[config.mk]
export PLATFORM = sky130hd
export DESIGN_NAME = i2rg_target
export DESIGN_NICKNAME = d
export VERILOG_FILES = /design/src/design/i2rg_pkg.sv /design/src/design/i2rg_sync.sv /design/src/design/i2rg_target.sv
export SDC_FILE = /design/constraint.sdc
export NUM_CORES = 1
export LEC_CHECK = 0
export BUFFER_PORTS_ARGS = -buffer_cell sky130_fd_sc_hd__buf_2
export CAP_MARGIN = 10
export CORE_MARGIN = 1
export CORE_UTILIZATION = 55
export DETAILED_ROUTE_END_ITERATION = 10
export GPL_ROUTABILITY_DRIVEN = 1
export PLACE_DENSITY_LB_ADDON = 0.05
export SLEW_MARGIN = 20
export SYNTH_ARGS = -nofsm -noshare
export SYNTH_HDL_FRONTEND = slang
export SYNTH_SLANG_ARGS = --single-unit
[constraint.sdc]
create_clock -name ref_clk_i -period 2.7 [get_ports ref_clk_i]
set_clock_uncertainty 0.05 [all_clocks]
set_input_delay 0.135 -clock ref_clk_i [delete_from_list [all_inputs] [get_ports ref_clk_i]]
set_output_delay 0.135 -clock ref_clk_i [all_outputs]
set_load 0.02 [all_outputs]
[src/design/i2rg_pkg.sv]
// Purpose: shared constants and types for the i2c read / general call target
// Assumes: 7-bit target address, 5-bit register address, 16-bit register words
// Notes:   bus pins are sampled by the system clock through two flip-flops
package i2rg_pkg;

   localparam int unsigned ADDR_W     = 5;
   localparam int unsigned DATA_W     = 16;
   localparam int unsigned NUM_REGS   = 32;
   localparam int unsigned NUM_CH     = 2;

   // command byte layout
   localparam int unsigned CMD_ADDR_HI = 7;
   localparam int unsigned CMD_ADDR_LO = 3;
   localparam int unsigned CMD_OP_HI   = 2;
   localparam int unsigned CMD_OP_LO   = 1;
   localparam logic [1:0]  CMD_OP_READ = 2'h3;

   // general call codes and bit counter limits
   localparam logic [7:0] GC_ADDR     = 8'h00;
   localparam logic [7:0] GC_RESET    = 8'h06;
   localparam logic [7:0] GC_WAKE     = 8'h0a;
   localparam logic [2:0] BIT_LAST    = 3'h7;
   localparam logic [2:0] BIT_FIRST   = 3'h0;

   // register map
   localparam logic [ADDR_W-1:0] REG_DAC0  = 5'h00;
   localparam logic [ADDR_W-1:0] REG_DAC1  = 5'h01;
   localparam logic [ADDR_W-1:0] REG_VREF  = 5'h08;
   localparam logic [ADDR_W-1:0] REG_PDN   = 5'h09;
   localparam logic [ADDR_W-1:0] REG_GAIN  = 5'h0a;

   localparam logic [DATA_W-1:0] DAC_DEFAULT = 16'h007f;
   localparam logic [DATA_W-1:0] ZERO_WORD   = 16'h0000;

   // sampled bus pins
   typedef struct packed {
      logic scl;
      logic sda;
   } i2rg_pins_t;

   // decoded bus conditions, one-cycle pulses
   typedef struct packed {
      logic start;
      logic stop;
      logic scl_rise;
      logic scl_fall;
   } i2rg_evt_t;

   typedef enum logic [2:0] {
      ST_IDLE  = 3'b000,
      ST_RXBYT = 3'b001,
      ST_ACK   = 3'b010,
      ST_TXBYT = 3'b011,
      ST_MACK  = 3'b100,
      ST_IGN   = 3'b101,
      ST_NAK   = 3'b110
   } i2rg_state_t;

   typedef enum logic [1:0] {
      PH_CTRL = 2'b00,
      PH_CMD  = 2'b01,
      PH_GC   = 2'b10,
      PH_DATA = 2'b11
   } i2rg_phase_t;

endpackage : i2rg_pkg

[src/design/i2rg_sync.sv]
// Purpose: two-flop synchroniser and start/stop/edge detector for scl and sda
// Assumes: pins are idle high after reset
// Notes:   first flop stages feed only the second stage
`timescale 1ns/1ps
module i2rg_sync
   import i2rg_pkg::*;
(
   input  wire logic      ref_clk_i,
   input  wire logic      resetn_i,
   input  wire logic      clk_en_i,
   input  wire logic      scl_i,
   input  wire logic      sda_i,
   output i2rg_pkg::i2rg_pins_t pins_o,
   output i2rg_pkg::i2rg_evt_t  evt_o
);
   i2rg_pins_t meta;
   i2rg_pins_t sync;
   i2rg_pins_t prev;
   i2rg_pins_t next_meta;
   i2rg_pins_t next_sync;
   i2rg_pins_t next_prev;

   always_comb
   begin
      next_meta = meta;
      next_sync = sync;
      next_prev = prev;
      if (clk_en_i)
      begin
         next_meta = '{scl: scl_i, sda: sda_i};
         next_sync = meta;
         next_prev = sync;
      end
   end

   always_ff @(posedge ref_clk_i or negedge resetn_i)
   begin
      if (!resetn_i)
      begin
         meta <= '{scl: 1'b1, sda: 1'b1};
         sync <= '{scl: 1'b1, sda: 1'b1};
         prev <= '{scl: 1'b1, sda: 1'b1};
      end
      else
      begin
         meta <= next_meta;
         sync <= next_sync;
         prev <= next_prev;
      end
   end

   assign pins_o         = sync;
   assign evt_o.start    = clk_en_i & prev.scl & sync.scl & prev.sda & ~sync.sda;
   assign evt_o.stop     = clk_en_i & prev.scl & sync.scl & ~prev.sda & sync.sda;
   assign evt_o.scl_rise = clk_en_i & ~prev.scl & sync.scl;
   assign evt_o.scl_fall = clk_en_i & prev.scl & ~sync.scl;

endmodule : i2rg_sync

[src/design/i2rg_target.sv]
// Purpose: i2c target for reads and general call reset / wake-up
// Assumes: host drives scl; ref_clk_i far faster than scl
// Notes:   register writes are outside this block and appear on wr_* inputs
// Behaviour
// (RQ1) undefined command: release sda, ignore bus until new start and control byte
// (RQ2) capture addressed register at scl fall ending read command acknowledge
// (RQ3) read may repeat within a transaction without stop
// (RQ4) host not-acknowledge ends the read and releases sda
// (RQ5) host ends read with not-acknowledge on final byte, then sda released
// (RQ6) device drives acknowledge after each valid address and command byte
// (RQ7) after command error, not-acknowledge every byte until next start
// (RQ8) read after error returns last valid address, not rejected one
// (RQ9) acknowledge general call address and decode its second byte
// (RQ10) second byte with lsb set: ignore everything until stop; the code also stops ignoring at a repeated start
// (RQ11) other general call codes are not acknowledged
// (RQ12) reset code triggers internal reset at its acknowledge
// (RQ13) general call reset does not run the power-on delay
// (RQ14) reset loads default settings into dac registers
// (RQ15) wake-up code clears every channel power-down select bits
// (RQ16) wake-up clear happens at scl fall ending its acknowledge
// (RQ17) general call commands may repeat without stop
// (RQ18) last address kept across stop and repeated start
// (RQ19) host sends control, command, restart, control with read bit
// (RQ20) invalid or unimplemented address not acknowledged; start resets state
// (RQ21) command byte: five-bit address, two-bit op, read is both set
// (RQ22) sda changes only while scl low, data msb first
`timescale 1ns/1ps
module i2rg_target
   import i2rg_pkg::*;
#(
   parameter logic [6:0] DEV_ADDR = 7'h60
)(
   input  wire logic                  ref_clk_i,
   input  wire logic                  resetn_i,
   input  wire logic                  clk_en_i,
   input  wire logic                  scl_i,
   input  wire logic                  sda_i,
   output logic                       sda_o,
   output logic                       sda_oe_o,
   input  wire logic                  wr_en_i,
   input  wire logic [ADDR_W-1:0]     wr_addr_i,
   input  wire logic [DATA_W-1:0]     wr_data_i,
   output logic [NUM_CH*DATA_W-1:0]   dac_o,
   output logic [2*NUM_CH-1:0]        power_down_select_bits_o,
   output logic                       gc_reset_o,
   output logic [ADDR_W-1:0]          last_addr_o
);
   import i2rg_pkg::*;

   i2rg_pins_t pins;
   i2rg_evt_t  evt;

   i2rg_sync i2rg_sync_i (
      .ref_clk_i (ref_clk_i),
      .resetn_i  (resetn_i),
      .clk_en_i  (clk_en_i),
      .scl_i     (scl_i),
      .sda_i     (sda_i),
      .pins_o    (pins),
      .evt_o     (evt)
   );

   ////////////////////////////////////////////////////////////////////////////
   // state
   i2rg_state_t        state, next_state;
   i2rg_phase_t        phase, next_phase;
   logic [2:0]         bit_cnt, next_bit_cnt;
   logic [7:0]         shreg, next_shreg;
   logic [DATA_W-1:0]  txreg, next_txreg;
   logic               tx_lo, next_tx_lo;
   logic               ackit, next_ackit;
   logic               pend_rd, next_pend_rd;
   logic [1:0]         gc_act, next_gc_act;
   logic               sda_q, next_sda_q;
   logic               oe_q, next_oe_q;
   logic [ADDR_W-1:0]  laddr, next_laddr;
   logic               gcrst, next_gcrst;
   logic [NUM_CH*DATA_W-1:0] dac, next_dac;
   logic [2*NUM_CH-1:0] pds, next_pds;
   logic [DATA_W-1:0]  rd_word;

   function automatic logic addr_ok(input logic [ADDR_W-1:0] a);
      addr_ok = (a == REG_DAC0) || (a == REG_DAC1) || (a == REG_VREF) ||
                (a == REG_PDN) || (a == REG_GAIN);
   endfunction : addr_ok

   // read mux
   always_comb
   begin
      case (laddr)
         REG_DAC0: rd_word = dac[DATA_W-1:0];
         REG_DAC1: rd_word = dac[2*DATA_W-1:DATA_W];
         REG_PDN:  rd_word = {{(DATA_W-2*NUM_CH){1'b0}}, pds};
         default:  rd_word = ZERO_WORD;
      endcase
   end

   ////////////////////////////////////////////////////////////////////////////
   // bus engine
   always_comb
   begin
      next_state   = state;
      next_phase   = phase;
      next_bit_cnt = bit_cnt;
      next_shreg   = shreg;
      next_txreg   = txreg;
      next_tx_lo   = tx_lo;
      next_ackit   = ackit;
      next_pend_rd = pend_rd;
      next_gc_act  = gc_act;
      next_sda_q   = sda_q;
      next_oe_q    = oe_q;
      next_laddr   = laddr;
      next_gcrst   = 1'b0;
      next_dac     = dac;
      next_pds     = pds;
      if (wr_en_i)
      begin
         if (wr_addr_i == REG_DAC0)
            next_dac[DATA_W-1:0] = wr_data_i;
         if (wr_addr_i == REG_DAC1)
            next_dac[2*DATA_W-1:DATA_W] = wr_data_i;
         if (wr_addr_i == REG_PDN)
            next_pds = wr_data_i[2*NUM_CH-1:0];
      end
      // (RQ20) start resets engine
      if (evt.start)
      begin
         next_state   = ST_RXBYT;
         next_phase   = PH_CTRL;
         next_bit_cnt = BIT_FIRST;
         next_oe_q    = 1'b0;
         next_sda_q   = 1'b1;
      end
      else if (evt.stop)
      begin
         // (RQ18) address kept
         next_state   = ST_IDLE;
         next_oe_q    = 1'b0;
         next_pend_rd = 1'b0;
      end
      else
      begin
         case (state)
            ST_RXBYT:
            begin
               if (evt.scl_rise)
               begin
                  next_shreg   = {shreg[6:0], pins.sda};
                  next_bit_cnt = bit_cnt + 3'h1;
                  if (bit_cnt == BIT_LAST)
                     next_state = ST_ACK;
               end
            end
            ST_ACK:
            begin
               // decide and drive acknowledge on the fall after the 8th bit
               if (evt.scl_fall && !oe_q)
               begin
                  next_ackit = 1'b0;
                  next_gc_act = 2'b00;
                  case (phase)
                     PH_CTRL:
                     begin
                        if (shreg == GC_ADDR)
                        begin
                           // (RQ9) general call address acked
                           next_ackit = 1'b1;
                           next_phase = PH_GC;
                        end
                        else if (shreg[7:1] == DEV_ADDR)
                        begin
                           next_ackit = 1'b1;
                           next_phase = shreg[0] ? PH_DATA : PH_CMD;
                        end
                     end
                     PH_CMD:
                     begin
                        // (RQ21) decode command byte
                        if (shreg[CMD_OP_HI:CMD_OP_LO] == CMD_OP_READ &&
                            addr_ok(shreg[CMD_ADDR_HI:CMD_ADDR_LO]))
                        begin
                           next_ackit   = 1'b1;
                           next_pend_rd = 1'b1;
                           next_laddr   = shreg[CMD_ADDR_HI:CMD_ADDR_LO];
                        end
                     end
                     PH_GC:
                     begin
                        // (RQ11) only reset and wake codes acked
                        if (shreg == GC_RESET)
                        begin
                           next_ackit  = 1'b1;
                           next_gc_act = 2'b01;
                        end
                        else if (shreg == GC_WAKE)
                        begin
                           next_ackit  = 1'b1;
                           next_gc_act = 2'b10;
                        end
                     end
                     default: next_ackit = 1'b0;
                  endcase
                  if (phase == PH_GC && shreg[0])
                     // (RQ10) hardware call: ignore to next start or stop
                     next_state = ST_IGN;
                  else if (phase == PH_CTRL && !(shreg == GC_ADDR ||
                           shreg[7:1] == DEV_ADDR))
                     next_state = ST_IGN;
                  else if (next_ackit)
                  begin
                     // (RQ6) device acknowledge
                     next_oe_q  = 1'b1;
                     next_sda_q = 1'b0;
                  end
                  else
                     // (RQ7) error: nack until start
                     next_state = ST_NAK;
               end
               else if (evt.scl_fall && oe_q)
               begin
                  next_oe_q    = 1'b0;
                  next_bit_cnt = BIT_FIRST;
                  next_state   = ST_RXBYT;
                  if (phase == PH_DATA)
                  begin
                     // (RQ2) capture at end of acknowledge
                     next_txreg = rd_word;
                     next_tx_lo = 1'b0;
                     next_state = ST_TXBYT;
                     next_oe_q  = ~rd_word[DATA_W-1];
                     next_sda_q = 1'b0;
                     next_bit_cnt = 3'h1;
                  end
                  if (phase == PH_CMD)
                     // (RQ3) read command may be repeated
                     next_phase = PH_CMD;
                  // (RQ12) (RQ13) (RQ14) reset without delay
                  if (gc_act == 2'b01)
                  begin
                     next_gcrst = 1'b1;
                     next_dac   = {NUM_CH{DAC_DEFAULT}};
                     next_pds   = '0;
                  end
                  // (RQ15) (RQ16) wake at ack fall
                  if (gc_act == 2'b10)
                     next_pds = '0;
                  // (RQ17) further general call bytes decoded
                  next_gc_act = 2'b00;
               end
            end
            ST_TXBYT:
            begin
               // (RQ22) shift msb first on scl low
               if (evt.scl_fall)
               begin
                  if (bit_cnt == BIT_FIRST)
                  begin
                     next_oe_q = 1'b0;
                     next_state = ST_MACK;
                  end
                  else
                  begin
                     next_oe_q = ~txreg[{~tx_lo, ~bit_cnt}];
                     next_bit_cnt = bit_cnt + 3'h1;
                  end
               end
            end
            ST_MACK:
            begin
               if (evt.scl_rise)
               begin
                  // (RQ4) (RQ5) host nack ends read
                  if (pins.sda)
                     next_state = ST_IGN;
                  else
                     next_state = ST_MACK;
                  next_ackit = ~pins.sda;
               end
               else if (evt.scl_fall && ackit)
               begin
                  next_tx_lo = ~tx_lo;
                  if (tx_lo)
                     // (RQ8) re-fetch from last valid address
                     next_txreg = rd_word;
                  next_bit_cnt = 3'h1;
                  next_state = ST_TXBYT;
                  next_oe_q  = tx_lo ? ~rd_word[DATA_W-1] : ~txreg[DATA_W/2-1];
               end
            end
            // (RQ1) released until next start
            ST_IGN, ST_NAK, ST_IDLE: next_oe_q = 1'b0;
            default: next_state = ST_IDLE;
         endcase
      end
   end

   always_ff @(posedge ref_clk_i or negedge resetn_i)
   begin
      if (!resetn_i)
      begin
         state   <= ST_IDLE;
         phase   <= PH_CTRL;
         bit_cnt <= BIT_FIRST;
         shreg   <= 8'h00;
         txreg   <= ZERO_WORD;
         tx_lo   <= 1'b0;
         ackit   <= 1'b0;
         pend_rd <= 1'b0;
         gc_act  <= 2'b00;
         sda_q   <= 1'b1;
         oe_q    <= 1'b0;
         laddr   <= REG_DAC0;
         gcrst   <= 1'b0;
         dac     <= {NUM_CH{DAC_DEFAULT}};
         pds     <= '0;
      end
      else if (clk_en_i)
      begin
         state   <= next_state;
         phase   <= next_phase;
         bit_cnt <= next_bit_cnt;
         shreg   <= next_shreg;
         txreg   <= next_txreg;
         tx_lo   <= next_tx_lo;
         ackit   <= next_ackit;
         pend_rd <= next_pend_rd;
         gc_act  <= next_gc_act;
         sda_q   <= next_sda_q;
         oe_q    <= next_oe_q;
         laddr   <= next_laddr;
         gcrst   <= next_gcrst;
         dac     <= next_dac;
         pds     <= next_pds;
      end
   end

   assign sda_o                    = sda_q;
   assign sda_oe_o                 = oe_q;
   assign dac_o                    = dac;
   assign power_down_select_bits_o = pds;
   assign gc_reset_o               = gcrst;
   assign last_addr_o              = laddr;

   ////////////////////////////////////////////////////////////////////////////
   // checks
   property p_nak_release;
      @(posedge ref_clk_i) disable iff (!resetn_i)
      (state == ST_NAK || state == ST_IGN) |-> !sda_oe_o;
   endproperty
   a_nak_release: assert property (p_nak_release) else $error("sda driven while ignoring"); // RQ7

   property p_drive_scl_low;
      @(posedge ref_clk_i) disable iff (!resetn_i)
      $changed(sda_oe_o) |-> !pins.scl;
   endproperty
   a_drive_scl_low: assert property (p_drive_scl_low) else $error("sda changed with scl high"); // RQ22

   property p_wake_clear;
      @(posedge ref_clk_i) disable iff (!resetn_i)
      (clk_en_i && state == ST_ACK && oe_q && evt.scl_fall && gc_act == 2'b10 && !evt.start
       && !evt.stop) |=> (power_down_select_bits_o == '0);
   endproperty
   a_wake_clear: assert property (p_wake_clear) else $error("wake did not clear pd bits"); // RQ16

   property p_reset_defaults;
      @(posedge ref_clk_i) disable iff (!resetn_i)
      gc_reset_o |-> (dac_o == {NUM_CH{DAC_DEFAULT}}) && (power_down_select_bits_o == '0);
   endproperty
   a_reset_defaults: assert property (p_reset_defaults) else $error("reset not defaulted"); // RQ14

   property p_reset_pulse;
      @(posedge ref_clk_i) disable iff (!resetn_i)
      (gc_reset_o && clk_en_i) |=> !gc_reset_o;
   endproperty
   a_reset_pulse: assert property (p_reset_pulse) else $error("reset pulse too long"); // RQ13

   property p_addr_kept;
      @(posedge ref_clk_i) disable iff (!resetn_i)
      (evt.stop || evt.start) |=> $stable(last_addr_o);
   endproperty
   a_addr_kept: assert property (p_addr_kept) else $error("address lost on stop"); // RQ18

   property p_addr_valid;
      @(posedge ref_clk_i) disable iff (!resetn_i)
      $changed(last_addr_o) |-> addr_ok(last_addr_o);
   endproperty
   a_addr_valid: assert property (p_addr_valid) else $error("invalid address kept"); // RQ20

   property p_start_release;
      @(posedge ref_clk_i) disable iff (!resetn_i)
      (evt.start && clk_en_i) |=> !sda_oe_o ##1 !sda_oe_o;
   endproperty
   a_start_release: assert property (p_start_release) else $error("sda held after start"); // RQ1

   c_gc_reset: cover property (@(posedge ref_clk_i) gc_reset_o);
   c_read:     cover property (@(posedge ref_clk_i) state == ST_MACK);
   c_nak:      cover property (@(posedge ref_clk_i) state == ST_NAK);
   c_rep_rd:   cover property (@(posedge ref_clk_i) pend_rd && evt.start);

endmodule : i2rg_target

==> flow_summary.toml <==
[run_status]
outcome = "finished, final reports clean"

[sta]
finalSetupViolations = 0
layout_setup_ws_ns = 0.4570
fin_crit_sh_pct = 83.08
rsz0062_at_grt = "false"
maxSlewHeadroom_pct = 48.76
final.setup.tns_ns = 0
tightest_slew_ns = 0.7686
max_freq_mhz = 445.8
maxSlewViolCount = 0
hold_viol_final = 0
period_minus_slack_ns = 2.243

[clock_network]
clock-sinks = 86
cts_tree = "built"
numCtsBuffers = 9
root_buffer = "clkbuf_8"
insertion_delay_ns = 0.36
clk_pin_slew_ns = 0.09
cts_buffer_depth = 2
cts_max_level = 3

[logic_synthesis]
ys_top_cells_by_area = "dfrtp_1, dfstp_2, nand2_1"
syn-cell-area_um2 = 4644
yosysTopAreaCellShare_pct = 35.02
synthArstFlopShare_pct = 100.0
yosys_warnings = 0
ys_seq_area_share_pct = 46.90
ys_types = 70
avgSynthCellArea_um2 = 9.596
syn-instance-count = 484
ys_ff_latch = 86
synthFlopType = "dfrtp_1"
syn-num-nets = 514
synth-edff-count = 0
yosysTopAreaCell = "dfrtp_1"

[finish]
stdcell_area_um2 = 5487
layout_commonest_cell = "nand2_1"
layout-drive-gt1-share_pct = 28.05
antennaDiodeCount = 0
nets = 599
syn2layout_area_growth_pct = 18.13
layout_common_cells = "nand2_1, buf_2, dfrtp_1, a21oi_1, nor2_1"

[routing]
ant_nets = 0
dr_total_vias = 3936
detail_route.vias_per_cell = 5.797
drtPass1Iterations = 4
routed_wl_mm = 11.42
wire_per_inst_um = 16.82
drc = 0
drt_iter0_markers = 270

[critical_path]
path_cells = "inv_1 > ha_1 > nor2b_1 > or4_4 > a211oi_2 > a211oi_1 > o41ai_2"
rr_worst_depth = 7
arrival_ns = 2.45
cp_max_fo = 11
startpoint_type = "flip-flop"
slowest_delay_ns = 0.62
setup.worst_path.class = "reg2reg"
cpMaxStageDelayCell = "dfrtp_1"
endpoint_kind = "flip-flop"
cp.required_ns = 2.90

[placed_design]
placed_cell_area_um2 = 5085
place_congestion = 0.8756
dp_hpwl_mm = 7.943
io_buffers = 70
preCtsSetupSlack_ns = 0.4881

[power_and_ir_drop]
power-per-cell-area_nw_per_um2 = 739.3
ir_worst_vdd_uv = 354.0
p_leak_nw = 2.534

[min_path]
hold_path_class = "in2reg"
hold-path-cell-count = 5

[die]
rows = 33
start_util_pct = 56.81
fp.dieW_um = 93.90
dieArea_um2 = 8816
coreArea_um2 = 8175
io-pin-count = 71
die_h_um = 93.90

[global_routing]
antenna_found_initial = 0
grt-ovfl-total = 0
grt_pass1_wl_mm = 18.72
grt_pass1_vias = 3700
grtUsageTotal_pct = 27.91
grt_max_degree = 87

[job]
maxCapViolCount = 0
## worst paths after layout
kind	start	to	slack, ns
max in group asynchronous	resetn_i	power_down_select_bits_o[1]$_DFFE_PN0P_	1.73
setup / recovery	bit_cnt[0]$_DFFE_PN0P_	sda_oe_o$_DFFE_PN0P_	0.46
min in group asynchronous	resetn_i	ackit$_DFFE_PN0P_	0.33
hold reg to reg	txreg[0]$_DFFE_PN0P_	txreg[0]$_DFFE_PN0P_	0.43
hold / removal	wr_addr_i[0]	dac_o[10]$_DFFE_PN0P_	0.19
setup reg to reg	bit_cnt[0]$_DFFE_PN0P_	sda_oe_o$_DFFE_PN0P_	0.46
## layout make-up
| class | instances | area [um2] |
|---|---|---|
| inverter | 9 | 33.78 |
| clock buffer | 11 | 162.7 |
| multi-input combinational | 361 | 2291 |
| clock inverter | 5 | 45.04 |
| timing repair buffer | 102 | 644.4 |
| tap | 105 | 131.4 |
| sequential | 86 | 2178 |
| fill | 660 | 2689 |
## registers in the layout, indices dropped and copies added (netlist names), 2 cells and up
| name | cells |
|---|---|
| dac_o | 32 |
| txreg | 16 |
| shreg | 8 |
| last_addr_o | 5 |
| power_down_select_bits_o | 4 |
| bit_cnt | 3 |
| state | 3 |
| gc_act | 2 |
| i2rg_sync_i.meta | 2 |
| i2rg_sync_i.pins_o | 2 |
| i2rg_sync_i.prev | 2 |
| phase | 2 |
## through the flow
step	util [%]	hold slack [ns]	instances	total power, W
after CTS	67.06	0.1780	679	0.004058
after global routing	67.11	0.1871	679	0.004305
after detailed placement	62.20	0.3232	644	0.003100
after global placement	62.20	0.3157	644	0.003077
final	67.11	0.1930	679	0.004056
after floorplan	-	-0.2106	484	0.002745
## logic make-up (layout without fill, tap and decap cells)
family	after synthesis	in the layout	synth area share (%)
xor+xnor	2	2	0.3772
fa+ha+maj	3	3	0.8083
simple gates	211	211	22.39
flops	86	86	46.90
compound gates	99	99	14.68
buf+inv	37	127	3.771
mux	46	46	11.07
## cell usage after synthesis, types with 7 or more instances
cell type / count
clkbuf_1: 16
mux2i_1: 27
nand3_1: 18
dfstp_2: 21
mux2_2: 15
nor2_1: 31
nand2_1: 107
inv_1: 9
o31ai_1: 13
o21ai_0: 15
o211ai_1: 8
a21oi_1: 33
buf_2: 7
dfrtp_1: 65
## routing by layer
metal | routed length (um) | vias to the layer above | global-route usage (%)
li1 | - | 1881 | -
met5 | 0 | - | 0
met1 | 5428 | 1940 | 40.90
met2 | 5352 | 98 | 41.85
met4 | 194 | 0 | 10.90
met3 | 448 | 17 | 3.803
## worst max-delay path: cells and delay by family, from the launching register on
kind	cells	cell delay, ns
compound gates	3	0.53
buf+inv	1	0.10
fa+ha+maj	1	0.21
flops	1	0.62
simple gates	2	0.64
## power breakdown
part | internal (W) | switching, W | total, W
Combinational | 0.000582 | 0.000757 | 0.00134
Sequential | 0.00152 | 0.000265 | 0.00178
Clock | 0.000431 | 0.000505 | 0.000936
Total | 0.00253 | 0.00153 | 0.00406
## repair_timing
action	in CTS	in global routing
resized for setup	0	0
buffers inserted	0	0
hold endpoints to repair	100	0
hold buffers	19	0
No activity file was read; power rests on OpenSTA's default activity.
